<file path="config.mk">
export PLATFORM = sky130hd
export DESIGN_NAME = hapm_mapper
export DESIGN_NICKNAME = d
export VERILOG_FILES = /design/src/hapm_pkg.sv /design/src/hapm_sync2.sv /design/src/hapm_mapper.sv
export SDC_FILE = /design/constraint.sdc
export NUM_CORES = 1
export LEC_CHECK = 0
export BUFFER_PORTS_ARGS = -buffer_cell sky130_fd_sc_hd__buf_2
export CORE_MARGIN = 2
export CORE_UTILIZATION = 49
export DETAILED_ROUTE_END_ITERATION = 16
export GPL_ROUTABILITY_DRIVEN = 0
export PLACE_DENSITY = 0.84
export SYNTH_ARGS = -nofsm -noshare
export SYNTH_HDL_FRONTEND = slang
export SYNTH_SLANG_ARGS = --single-unit
</file>
<file path="constraint.sdc">
create_clock -name core_clk_i -period 2.6 [get_ports core_clk_i]
set_clock_uncertainty 0.05 [all_clocks]
set_input_delay 0.52 -clock core_clk_i [delete_from_list [all_inputs] [get_ports core_clk_i]]
set_output_delay 0.52 -clock core_clk_i [all_outputs]
set_load 0.005 [all_outputs]
</file>
<file path="src/hapm_pkg.sv">
package hapm_pkg;

    // Host bus type selection, as strapped at reset
    localparam int BUS_SEL_W = 4;
    typedef enum logic [BUS_SEL_W-1:0] {
        HAPM_BUS_GENERIC   = 4'h0,
        HAPM_BUS_STROBE16  = 4'h1,
        HAPM_BUS_CONV32    = 4'h2,
        HAPM_BUS_SYSISA    = 4'h3,
        HAPM_BUS_CARD_A    = 4'h4,
        HAPM_BUS_CARD_B    = 4'h5,
        HAPM_BUS_MSB0      = 4'h6,
        HAPM_BUS_PCCARD    = 4'h7
    } hapm_bus_type;

    // Pin group widths and positions
    localparam int LOW_GRP_W  = 12;
    localparam int MID_GRP_W  = 4;
    localparam int ADDR_W     = 32;
    localparam int POS_LOW_LO = 1;
    localparam int POS_MID_LO = 13;
    localparam int POS_P17    = 17;
    localparam int POS_P18    = 18;
    localparam int POS_P19    = 19;
    localparam int POS_P20    = 20;
    localparam int POS_TOP    = 31;

    // Host bit number sitting in bit position b, most-significant-first
    function automatic int unsigned hapm_msb0_pos(input int unsigned b);
        return POS_TOP - b;
    endfunction

endpackage

</file>
<file path="src/hapm_sync2.sv">
`timescale 1ns/1ps
`default_nettype none
module hapm_sync2 #(
    parameter int W = 1
) (
    input  wire logic         core_clk_i,
    input  wire logic         rstn_i,
    input  wire logic [W-1:0] async_i,
    output logic      [W-1:0] sync_o
);

    logic [W-1:0] meta_q;
    logic [W-1:0] sync_q;

    // Two-stage synchroniser; first stage feeds only the second
    always_ff @(posedge core_clk_i) begin
        if (!rstn_i) begin
            meta_q <= '0;
            sync_q <= '0;
        end else begin
            meta_q <= async_i;
            sync_q <= meta_q;
        end
    end

    assign sync_o = sync_q;

endmodule
`default_nettype wire

</file>
<file path="src/hapm_mapper.sv">
// Contract
// - Strobe16 mode: lowest pin is lower data strobe; card mode B bit 31; else address bit 0.
// - Card mode B: lowest pin carries host address bit 31.
// - Msb0 mode: pins 12..1 are bits 19..30; else bits 12..1.
// - Msb0: pins 16..13 are bits 15..18; card modes unused; else 16..13.
// - Card modes: pin 17 is low IO write; msb0 bit 14; else 17.
// - Card modes: pin 18 is low IO read; msb0 bit 13; else 18.
// - Card modes: pin 19 is low register access; msb0 12; else 19.
// - Card modes: pin 20 is latch enable; msb0 bit 11; else 20.
// - Card mode B takes latched address in its own bit numbering.
// - Outside card modes, space select high means display buffer, low means registers.
`timescale 1ns/1ps
`default_nettype none
module hapm_mapper
    import hapm_pkg::*;
(
    input  wire logic                 core_clk_i,
    input  wire logic                 rstn_i,
    input  wire logic [BUS_SEL_W-1:0] bus_sel_i,
    input  wire logic                 addr_pin_lowest,
    input  wire logic [LOW_GRP_W-1:0] addr_pins_low_group,
    input  wire logic [MID_GRP_W-1:0] addr_pins_mid_group,
    input  wire logic                 addr_pin_17,
    input  wire logic                 addr_pin_18,
    input  wire logic                 addr_pin_19,
    input  wire logic                 addr_pin_20,
    input  wire logic                 space_sel_i,
    output logic [ADDR_W-1:0]         host_addr_o,
    output logic                      lower_strobe_n_o,
    output logic                      card_io_wr_n_o,
    output logic                      card_io_rd_n_o,
    output logic                      card_reg_n_o,
    output logic                      addr_latch_en_o,
    output logic                      disp_buf_sel_o,
    output logic                      reg_space_sel_o,
    output logic                      mode_valid_o,
    output hapm_bus_type              bus_mode_o
);

    localparam int PIN_W = 1 + LOW_GRP_W + MID_GRP_W + 4;
    // Edges the synchroniser needs to refill after reset clears it
    localparam int SYNC_LAT = 2;

    logic [PIN_W-1:0] pins_raw;
    logic [PIN_W-1:0] pins_s;
    logic [BUS_SEL_W-1:0] sel_s;
    logic             sp_s;
    logic             cap_done_q;
    logic [1:0]       cap_cnt_q;
    hapm_bus_type     mode_q;
    logic [ADDR_W-1:0] addr_d;
    logic [ADDR_W-1:0] latched_q;
    logic             ale_q;
    logic             card_mode;
    logic             msb0_mode;

    // Pins arrive from the host bus clock, so resync all of them
    assign pins_raw = {addr_pin_20, addr_pin_19, addr_pin_18, addr_pin_17,
                       addr_pins_mid_group, addr_pins_low_group,
                       addr_pin_lowest};

    hapm_sync2 #(.W(PIN_W + BUS_SEL_W + 1)) u_sync (
        .core_clk_i (core_clk_i),
        .rstn_i     (rstn_i),
        .async_i    ({space_sel_i, bus_sel_i, pins_raw}),
        .sync_o     ({sp_s, sel_s, pins_s})
    );

    // Capture the strap once after release; later changes are ignored.
    // Reset clears the synchroniser, so wait until the strap has refilled
    // it; capturing earlier would always latch the cleared value.
    always_ff @(posedge core_clk_i) begin
        if (!rstn_i) begin
            cap_done_q <= 1'b0;
            cap_cnt_q  <= 2'h0;
            mode_q     <= HAPM_BUS_GENERIC;
        end else if (!cap_done_q) begin
            if (cap_cnt_q == 2'(SYNC_LAT)) begin
                cap_done_q <= 1'b1;
                mode_q     <= hapm_bus_type'(sel_s);
            end else begin
                cap_cnt_q  <= cap_cnt_q + 2'h1;
            end
        end
    end

    assign card_mode = (mode_q == HAPM_BUS_CARD_A) ||
                       (mode_q == HAPM_BUS_CARD_B);
    assign msb0_mode = (mode_q == HAPM_BUS_MSB0);

    // Address bit assembly per bus type; unused bits stay zero
    always_comb begin
        addr_d = '0;
        if (msb0_mode) begin
            for (int i = 0; i < LOW_GRP_W; i++) begin
                addr_d[hapm_msb0_pos(POS_LOW_LO + i)] =
                    pins_s[POS_LOW_LO + i];
            end
            for (int i = 0; i < MID_GRP_W; i++) begin
                addr_d[hapm_msb0_pos(POS_MID_LO + i)] =
                    pins_s[POS_MID_LO + i];
            end
            addr_d[hapm_msb0_pos(POS_P17)] = pins_s[POS_P17];
            addr_d[hapm_msb0_pos(POS_P18)] = pins_s[POS_P18];
            addr_d[hapm_msb0_pos(POS_P19)] = pins_s[POS_P19];
            addr_d[hapm_msb0_pos(POS_P20)] = pins_s[POS_P20];
            addr_d[0] = pins_s[0];
        end else if (card_mode) begin
            // Mid group is tied high on card buses and carries nothing
            addr_d[POS_LOW_LO +: LOW_GRP_W] =
                pins_s[POS_LOW_LO +: LOW_GRP_W];
            if (mode_q == HAPM_BUS_CARD_B) begin
                addr_d[POS_TOP] = pins_s[0];
            end else begin
                addr_d[0] = pins_s[0];
            end
        end else begin
            addr_d[POS_LOW_LO +: LOW_GRP_W] =
                pins_s[POS_LOW_LO +: LOW_GRP_W];
            addr_d[POS_MID_LO +: MID_GRP_W] =
                pins_s[POS_MID_LO +: MID_GRP_W];
            addr_d[POS_P17] = pins_s[POS_P17];
            addr_d[POS_P18] = pins_s[POS_P18];
            addr_d[POS_P19] = pins_s[POS_P19];
            // Pin 20 relies on the ISA host having latched it already
            addr_d[POS_P20] = pins_s[POS_P20];
            if (mode_q != HAPM_BUS_STROBE16) begin
                addr_d[0] = pins_s[0];
            end
        end
    end

    // Card buses multiplex address; load it while latch enable is high, hold it while low
    always_ff @(posedge core_clk_i) begin
        if (!rstn_i) begin
            latched_q <= '0;
            ale_q     <= 1'b0;
        end else begin
            ale_q <= card_mode & pins_s[POS_P20];
            if (!card_mode || pins_s[POS_P20]) begin
                latched_q <= addr_d;
            end
        end
    end

    // Registered command and select outputs, idle values outside modes
    always_ff @(posedge core_clk_i) begin
        if (!rstn_i) begin
            lower_strobe_n_o <= 1'b1;
            card_io_wr_n_o   <= 1'b1;
            card_io_rd_n_o   <= 1'b1;
            card_reg_n_o     <= 1'b1;
            disp_buf_sel_o   <= 1'b0;
            reg_space_sel_o  <= 1'b0;
        end else begin
            lower_strobe_n_o <= (mode_q == HAPM_BUS_STROBE16) ?
                                pins_s[0] : 1'b1;
            card_io_wr_n_o   <= card_mode ? pins_s[POS_P17] : 1'b1;
            card_io_rd_n_o   <= card_mode ? pins_s[POS_P18] : 1'b1;
            card_reg_n_o     <= card_mode ? pins_s[POS_P19] : 1'b1;
            disp_buf_sel_o   <= cap_done_q & ~card_mode & sp_s;
            reg_space_sel_o  <= cap_done_q & ~card_mode & ~sp_s;
        end
    end

    assign host_addr_o     = latched_q;
    assign addr_latch_en_o = ale_q;
    assign mode_valid_o    = cap_done_q;
    assign bus_mode_o      = mode_q;

endmodule
`default_nettype wire

</file>
# Yosys cells after proc, flatten, opt, wreduce, memory -nomap -nowiden
# Cells that the tools add are included.
[totals] reg_bits=98 input_bits=28 output_inout_bits=44 elab_cells=48
[classes] n_addsub=1 eq_ne=6 muxes=13 bitwise_logic=8 reduce_logical=7
[op_table] operator="$mux 10" count=3
[op_table] operator="$eq 4x3->1 const B" count=3
[op_table] operator="$mux 1" count=9
[op_table] operator="$mux 8" count=1
[op_table] operator="$reduce_and 2->1" count=4
[op_table] operator="$and 1x1->1" count=4
[op_table] operator="$eq 4x1->1 const B" count=1
[op_table] operator="$ne 4x1->1 const B" count=1
[op_table] operator="$not 1->1" count=4
[op_table] operator="$add 2x1->2 const B" count=1
[op_table] operator="$eq 2x2->1 const B" count=1
[op_table] operator="$logic_or 1x1->1" count=2
[op_table] operator="$logic_not 1->1" count=1

# Depth between registers and ports, before layout
# Gate-level depths: netlist of run 1.
[depth] ltp_word=5 mapped_depth=6 depth_no_buf=5

# Hierarchy
# From an unflattened synthesis of run 1, not the netlist that was laid out.
[hier_totals] cells_unflattened=317 hier_area_um2=3370.7
[modules_own_cells] mod="hapm_mapper" n_inst=1 cells_per_inst=208 area_each_um2=1914.3 seq_area_each_um2=920.9
[modules_own_cells] mod="hapm_sync2" n_inst=1 cells_per_inst=109 area_each_um2=1456.4 seq_area_each_um2=1041.0

# Worst setup path after synthesis of run 1
# No wires, ideal clock.
[synth_timing] path_type="reg-to-reg" startpoint="register mode_q[3], in the netlist bus_mode_o[3]" endpoint="register latched_q[11], in the netlist host_addr_o[11]" setup_time_ns=0.122 arrival_ns=1.181 required_ns=2.428 setup_slack_ns=1.247 stages_incl_launch_ff=5 n_path_buf=1 synth_period_minus_slack_ns=1.353 path_cell_list="dfxtp_1 or4b_4 buf_6 o21ai_1 a31oi_1"
[synth_via] elab_chain_len=4 elab_cells_between_ends=7 classes_between="3 x eq/ne; 1 x mux; 3 x reduce/logical"
[synth_rtl] element="start: declaration" line_no="hapm_mapper.sv:50" text="hapm_bus_type mode_q;"
[synth_rtl] element="start signal: assignment" line_no="hapm_mapper.sv:80" text="mode_q <= hapm_bus_type'(sel_s);"
[synth_rtl] element="$eq 4x3->1, on equally long branches" line_no="hapm_mapper.sv:87, hapm_mapper.sv:88"
[synth_rtl] element="$logic_or 1x1->1" line_no="hapm_mapper.sv:87" text="assign card_mode = (mode_q == HAPM_BUS_CARD_A) ||"
[synth_rtl] element="$logic_not 1->1" line_no="hapm_mapper.sv:140" text="if (!card_mode || pins_s[POS_P20]) begin"
[synth_rtl] element="$logic_or 1x1->1" line_no="hapm_mapper.sv:140"
[synth_rtl] element="end signal: assignment" line_no="hapm_mapper.sv:141" text="latched_q <= addr_d;"
[synth_rtl] element="end: declaration" line_no="hapm_mapper.sv:52" text="logic [ADDR_W-1:0] latched_q;"
# Parallel ways exist; a longest one is shown, timed or not.
# A chain may end at the register's enable or synchronous reset.

# Worst setup path in the final report of run 1
[layout_timing] startpoint="register mode_q[2], in the netlist bus_mode_o[2]" endpoint="register latched_q[20], in the netlist host_addr_o[20]"
[layout_via] elab_chain_len=4 elab_cells_between_ends=8 classes_between="3 x eq/ne; 2 x mux; 3 x reduce/logical"
[layout_rtl] element="$eq 4x3->1, on equally long branches" line_no="hapm_mapper.sv:87, hapm_mapper.sv:88"
[layout_rtl] element="$logic_or 1x1->1" line_no="hapm_mapper.sv:87"
[layout_rtl] element="$mux 8 or $logic_not 1->1 (tied branches)" line_no="hapm_mapper.sv:108, hapm_mapper.sv:140"
[layout_rtl] element="$mux 10 or $logic_or 1x1->1 (tied branches)" line_no="hapm_mapper.sv:94, hapm_mapper.sv:140"
# Parallel ways exist; a longest one is shown, timed or not.

==> flow_summary.ini, run 1 <==
[drt]
wirelength_um = 6160
wl_per_cell_um = 13.5
viasPerCell = 4.95
drt_drc_violations_left = 0
drt_pre_antenna_iters = 5
vias = 2266
drtIter0Drc = 162
drtAntennaViolNets = 0

[setup_path]
critPathMaxFanout = 24
cp.depth = 4
cp.buffers_inverters = 1
r2r_end = host_addr_o[20]
critPathSlowestCell = dfxtp_1
worstSetupPathType = reg -> reg
ff2ff_setup_slack_ns = 0.77
cp.arrival_ns = 2.07
crit_start = bus_mode_o[2]
r2r_cells = 4
cp.required_ns = 2.84
cp-endpoint = host_addr_o[20]
max_stage_delay_ns = 0.60
r2r-start = bus_mode_o[2]
cp-start-kind = flop
endpoint_kind = flop
crit_chain = nor4b_4 > buf_4 > a22oi_1 > a21boi_1
path_delay_family = flip-flops

[cts]
clockRootBuffer = clkbuf_8
clkTransAtPathRegs_ns = 0.09
tritoncts = done
postCtsSetupBuffers = 0
numCtsBuffers = 9
clock-sinks = 98
cts-resized-gates = 0
hold_buffers = 0
clk_latency_ns = 0.36
h-tree-depth = 3
cts_buffer_depth = 2

[power]
ir_worst_vdd_mv = 0.370
p_leak_uw = 0.00161
seqPwrFrac = 0.577
swShare = 0.236
power.share.clock = 0.340
p_sw_uw = 662
p_comb_frac = 0.083
power_density_nw_per_um2 = 727
p_int_uw = 2150

[floorplan]
rows = 29
die_y_um = 86.0
chipWidth_um = 86.0
ios = 72
start_util = 0.513
core-area_um2 = 6420
dieArea_um2 = 7400

[timing]
finalSetupViolations = 0
grt_setup_unrepaired = no
slew_viol_final = 0
fin_setup_tns_ns = 0
finalCritPeriodShare = 0.703
min_period_ns = 1.83
hold_violations = 0
worstMarginPinSlew_ns = 0.589
fmax_ghz = 0.547
slew_headroom = 0.605

[cells_and_area]
final_common_cell = dfxtp_1
layout_common_cells = dfxtp_1 (98), buf_2 (71), and2_1 (61), nand2_1 (17), nor2b_1 (16)
diodes = 0
fin_area_um2 = 3870
fin_nets = 405
utilization = 0.602
fin_cells = 458
drive_gt1_frac = 0.236
area_growth_pct = 17.4
fillers = 519

[grt]
grt_first_pass_wirelength_um = 9980
grt-ovfl-total = 0
grt_start_max_net_pins = 68
antenna_found_initial = 0
grt_usage = 0.172
grt_pass1_vias = 2117

[synthesis]
synth_area_leaders = dfxtp_1 (60%), and2_1 (12%), nor2b_1 (3.0%)
yosys_warnings = 0
yosysTopAreaCell = dfxtp_1
postSynthCellCount = 315
synth.cell_area_um2 = 3290
synth_seq_cells = 98
yosysTopAreaCellShare = 0.596
ys_seq_area_frac = 0.596
syn_avg_cell_area_um2 = 10.5
synth_nets = 344
ys_types = 33

[worst_hold_path]
min_path_type = in -> reg

[place]
placedCellCount = 442
dp_hpwl_um = 4190
io_buffers = 71
place_area_um2 = 3670

[run_status]
status = finished clean

[flow_run]
cap_violations = 0
==> power by group through the flow <==
stage | sequential (µW) | clock, µW | combinational [µW]
2_1_floorplan | 1640 | 0 | 168
3_3_place_gp | 1650 | 0 | 221
3_5_place_dp | 1660 | 0 | 235
4_1_cts | 1620 | 977 | 236
5_1_grt | 1630 | 1040 | 261
6_report | 1620 | 955 | 233
==> flip-flops by register name (all words and copies together), names as in the netlist <==
name	cells
addr_latch_en_o	1
bus_mode_o	4
cap_cnt_q	2
card_io_rd_n_o	1
card_io_wr_n_o	1
card_reg_n_o	1
disp_buf_sel_o	1
host_addr_o	32
lower_strobe_n_o	1
mode_valid_o	1
reg_space_sel_o	1
u_sync.meta_q	26
u_sync.sync_o	26
==> cell type report <==
cell class | count | area [µm²] | share of cell area
Inverter | 2 | 7.51 | 0.00194
Sequential cell | 98 | 1960 | 0.507
Multi-Input combinational cell | 192 | 1220 | 0.317
Tap cell | 77 | 96.3 | 0.0249
Clock inverter | 5 | 62.6 | 0.0162
Timing Repair Buffer | 73 | 383 | 0.0990
Clock buffer | 11 | 131 | 0.0340
==> cells in the mapped netlist, drive strengths merged <==
cell and number:
a211o 1, a21boi 13, a21oi 14, a22oi 11
a31oi 2, and2 61, and3 1, and4 1
and4b 1, and4bb 1, buf 7, clkbuf 16
dfxtp 98, ha 1, inv 2, mux2i 4
nand2 17, nand2b 5, nand3 11, nand4 1
nand4bb 1, nor2 3, nor2b 16, nor4b 1
nor4bb 6, o211a 1, o21ai 17, or4b 1
xnor2 1
==> worst reg2reg max path, cell delays in order, from the launching register on <==
cell	delay, ns
dfxtp_1	0.60
nor4b_4	0.46
buf_4	0.35
a22oi_1	0.13
a21boi_1	0.17
==> metal layers <==
layer | GRT usage | share of wire | routed length [µm]
met5 | 0 | 0 | 0
met4 | 0.0779 | 0.022 | 134
met3 | 0.0568 | 0.057 | 349
met2 | 0.263 | 0.46 | 2810
met1 | 0.222 | 0.47 | 2870
==> worst min path at each step <==
stage                           start           endpoint  slack, ns  cells past startpoint
2_1_floorplan        u_sync.meta_q[0]   u_sync.sync_o[0]       0.36                      1
3_3_place_gp         u_sync.meta_q[3]   u_sync.sync_o[3]       0.36                      1
3_5_place_dp        u_sync.meta_q[14]  u_sync.sync_o[14]       0.37                      1
4_1_cts                  bus_sel_i[1]  u_sync.meta_q[22]       0.30                      2
5_1_grt                  bus_sel_i[1]  u_sync.meta_q[22]       0.30                      2
6_report       addr_pins_mid_group[1]  u_sync.meta_q[14]       0.31                      2
==> cell families after synthesis <==
group	share of synthesized area
and+or+nand+nor	0.239
DFF	0.596
AOI/OAI and AO/OA	0.111
buffers and inverters	0.0357
muxes	0.0122
xor gates and xnor gates	0.00266
adders and majority gates	0.00380
==> metrics by stage <==
| step | hold WS [ns] | setup WS, ns | total power (µW) |
|---|---|---|---|
| floorplan | 0.362 | 1.25 | 1810 |
| global placement | 0.365 | 0.952 | 1870 |
| detailed placement | 0.368 | 0.834 | 1890 |
| CTS | 0.299 | 0.765 | 2830 |
| global route | 0.296 | 0.644 | 2930 |
| finish | 0.313 | 0.772 | 2810 |
No activity file was read; power rests on OpenSTA's default activity.
==> run 2: changes to the inputs <==
clock period = 1.8 ns   (was 2.6 ns; I/O delays follow)
==> flow_summary.ini, run 2 (synthesis gave the netlist of run 1 again) <==
[drt]
drt_drc_violations_left = 0
drt_pre_antenna_iters = 4
viasPerCell = 4.93
wl_per_cell_um = 13.6
drtAntennaViolNets = 0
vias = 2296
wirelength_um = 6330
drtIter0Drc = 226

[cts]
postCtsSetupBuffers = 0
hold_buffers = 0
numCtsBuffers = 9
tritoncts = done
clkTransAtPathRegs_ns = 0.09
cts-resized-gates = 0
h-tree-depth = 3
clockRootBuffer = clkbuf_8
cts_buffer_depth = 2
clk_latency_ns = 0.35
clock-sinks = 98

[run_status]
status = finished clean

[setup_path]
cp-start-kind = flop
endpoint_kind = flop
cp.arrival_ns = 1.85
worstSetupPathType = reg -> reg
r2r_cells = 4
cp.required_ns = 1.99
critPathMaxFanout = 12

[power]
p_leak_uw = 0.00166
total_power_uw = 4150
ir_worst_vdd_mv = 0.637
power_density_nw_per_um2 = 1050

[place]
dp_hpwl_um = 4380
io_buffers = 71

[flow_run]
cap_violations = 0

[grt]
grt-ovfl-total = 0
grt_usage = 0.181
grt_pass1_vias = 2148
grt_first_pass_wirelength_um = 10400
grt_start_max_net_pins = 50
antenna_found_initial = 0

[timing]
grt_setup_unrepaired = no
fin_setup_tns_ns = 0
finalSetupViolations = 0
slew_viol_final = 0
fmax_ghz = 0.601
hold_ws_ns = 0.151
slew_headroom = 0.606
hold_violations = 0
min_period_ns = 1.66
finalCritPeriodShare = 0.925
worstMarginPinSlew_ns = 0.587

[worst_hold_path]
hold_depth = 2
min_path_type = in -> reg

[cells_and_area]
layout_common_cells = dfxtp_1 (98), buf_2 (71), and2_1 (61), nand2_1 (17), nor2b_1 (16)
largest_reg_flops = 32
area_growth_pct = 19.8
final_common_cell = dfxtp_1
drive_gt1_frac = 0.254
diodes = 0
fin_nets = 413
fillers = 508

[floorplan]
core-area_um2 = 6420
start_util = 0.513
die_y_um = 86.0
chipWidth_um = 86.0
dieArea_um2 = 7400
rows = 29
ios = 72
## run 2: cell count changes in the layout (fill, tap and decap cells not counted), sizes merged
cell and delta:
inv -1, clkbuf +2, clkinvlp -1, buf +8
## run 2: final cells by class
class | count | area, µm² | area share
Clock buffer | 13 | 169 | 0.0428
Clock inverter | 3 | 46.3 | 0.0117
Inverter | 2 | 7.51 | 0.00190
Multi-Input combinational cell | 192 | 1220 | 0.310
Sequential cell | 98 | 1960 | 0.497
Tap cell | 77 | 96.3 | 0.0244
Timing Repair Buffer | 81 | 443 | 0.112
## run 2: report_power, final
part	switching [µW]	internal [µW]
registers	57.0	2280
logic	179	193
clock network	686	759
total	923	3230
## run 2: worst max-delay path: stages, from the launching register on
cell and delay [ns]:
dfxtp_1 0.45, buf_4 0.20, nand4bb_1 0.49, nand3_1 0.26, a21boi_1 0.09
## run 2: path summary, 6_finish.rpt
path	start	endpoint	slack, ns
worst max register to register	bus_mode_o[1]	host_addr_o[6]	0.14
worst min-delay path	addr_pins_low_group[3]	u_sync.meta_q[4]	0.15
worst min register to register	u_sync.meta_q[14]	u_sync.sync_o[14]	0.38
worst max-delay path	bus_mode_o[1]	host_addr_o[6]	0.14
## run 2: layer usage
metal	GRT usage	vias to the layer above	part of all wire
met4	0.0779	0	0.025
met2	0.282	75	0.47
met3	0.0549	13	0.058
li1	-	1187	-
met5	0	-	0
met1	0.232	1021	0.45
## run 2: metrics by stage
stage               cell area (µm²)  worst slack [ns]   util  cells
floorplan                      3290             0.447      -    315
global placement               3730             0.270  0.581    450
detailed placement             3730             0.169  0.581    450
CTS                            3950             0.147  0.615    466
global route                   3950            0.0319  0.615    466
finish                         3950             0.135  0.615    466
==> run 3: changes to the inputs <==
CELL_PAD_IN_SITES_DETAIL_PLACEMENT = 1   (was not set)
CELL_PAD_IN_SITES_GLOBAL_PLACEMENT = 1   (was not set)
CORE_UTILIZATION = 41   (was 49)
CTS_CLUSTER_SIZE = 25   (was not set)
PLACE_DENSITY = 0.89   (was 0.84)
==> flow_summary.ini, run 3 (synthesis gave the netlist of run 1 again) <==
[timing]
finalSetupViolations = 0
min_period_ns = 1.66
grt_setup_unrepaired = no
slew_headroom = 0.631
worstMarginPinSlew_ns = 0.550
finalCritPeriodShare = 0.925
slew_viol_final = 0
fmax_ghz = 0.601
final.setup.worst_slack_ns = 0.136
hold_violations = 0
fin_setup_tns_ns = 0

[drt]
drt_drc_violations_left = 0
wl_per_cell_um = 14.6
vias = 2372
wirelength_um = 7150
drtAntennaViolNets = 0
drtIter0Drc = 134
viasPerCell = 4.86
drt_pre_antenna_iters = 4

[cells_and_area]
diodes = 0
final_common_cell = dfxtp_1
drive_gt1_frac = 0.246
fillers = 901
utilization = 0.505
layout_common_cells = dfxtp_1 (98), buf_2 (71), and2_1 (61), nand2_1 (17), nor2b_1 (16)
multi_input_area_um2 = 1220
fin_cells = 488
largest_reg_flops = 32
regArea_um2 = 1960
fin_nets = 411
area_growth_pct = 19.0

[setup_path]
critPathSlowestCell = dfxtp_1
r2r_cells = 4
cp.buffers_inverters = 1
cp.depth = 4
ff2ff_setup_slack_ns = 0.14
worstSetupPathType = reg -> reg
cp.required_ns = 1.99
endpoint_kind = flop
max_stage_delay_ns = 0.47
crit_chain = buf_4 > nand4bb_1 > nand3_1 > a21boi_1
critPathMaxFanout = 12
cp-start-kind = flop
path_delay_family = simple AND/OR/NAND/NOR gates
cp.arrival_ns = 1.85

[cts]
cts_buffer_depth = 2
h-tree-depth = 3
clk_latency_ns = 0.35
clock-sinks = 98
hold_buffers = 0
numCtsBuffers = 9
postCtsSetupBuffers = 0
cts-resized-gates = 0
clkTransAtPathRegs_ns = 0.09
tritoncts = done
clockRootBuffer = clkbuf_8

[floorplan]
start_util = 0.424
ios = 72
chipWidth_um = 93.6
die_y_um = 93.6
core-area_um2 = 7770
rows = 32
dieArea_um2 = 8770

[place]
io_buffers = 71
pre_cts_ws_ns = 0.171
dp_hpwl_um = 5020
placedCellCount = 473

[flow_run]
cap_violations = 0

[grt]
antenna_found_initial = 0
grt_usage = 0.175
grt_start_max_net_pins = 41
grt_pass1_vias = 2438
grt-ovfl-total = 0
grt_first_pass_wirelength_um = 12000

[worst_hold_path]
hold_depth = 2
min_path_type = in -> reg

[run_status]
status = finished clean

[power]
p_leak_uw = 0.00163
ir_worst_vdd_mv = 0.438
power_density_nw_per_um2 = 1010
run 3: final timing paths:
kind	start	endpoint
setup / recovery	bus_mode_o[2]	host_addr_o[2]
hold / removal	addr_pins_low_group[3]	u_sync.meta_q[4]
setup reg to reg	bus_mode_o[2]	host_addr_o[2]
hold reg to reg	u_sync.meta_q[25]	u_sync.sync_o[25]
run 3: area by class of cell:
class                           instances  share of cell area
Clock buffer                           13              0.0405
Clock inverter                          2             0.00319
Tap cell                              102              0.0326
Inverter                                2             0.00192
Multi-Input combinational cell        192               0.312
Timing Repair Buffer                   79               0.109
Sequential cell                        98               0.500
run 3: worst register-to-register path: cells and delay by family, from the launching register on:
| family | cells | cell delay [ns] |
|---|---|---|
| buffers and inverters | 1 | 0.20 |
| flip-flops | 1 | 0.47 |
| AO/OA/AOI/OAI | 1 | 0.09 |
| AND/OR/NAND/NOR | 2 | 0.74 |
run 3: report_power, final:
part / total [µW] / internal [µW] / switching (µW)
combinational: 372 / 190 / 182
sequential: 2340 / 2280 / 60.9
clock: 1260 / 570 / 686
run 3: per-layer routing:
| layer | share of wire | vias up | GRT usage |
|---|---|---|---|
| met5 | 0 | - | 0 |
| met4 | 0.019 | 0 | 0.0809 |
| met3 | 0.057 | 12 | 0.0387 |
| met2 | 0.46 | 64 | 0.278 |
| met1 | 0.46 | 1116 | 0.228 |
| li1 | - | 1180 | - |
run 3: through the flow:
step,cell area (µm²),hold WS (ns),power [µW]
2_1_floorplan,3290,0.362,2610
3_3_place_gp,3750,0.366,2740
3_5_place_dp,3750,0.370,2770
4_1_cts,3920,0.145,4020
5_1_grt,3920,0.152,4180
6_report,3920,0.157,3960
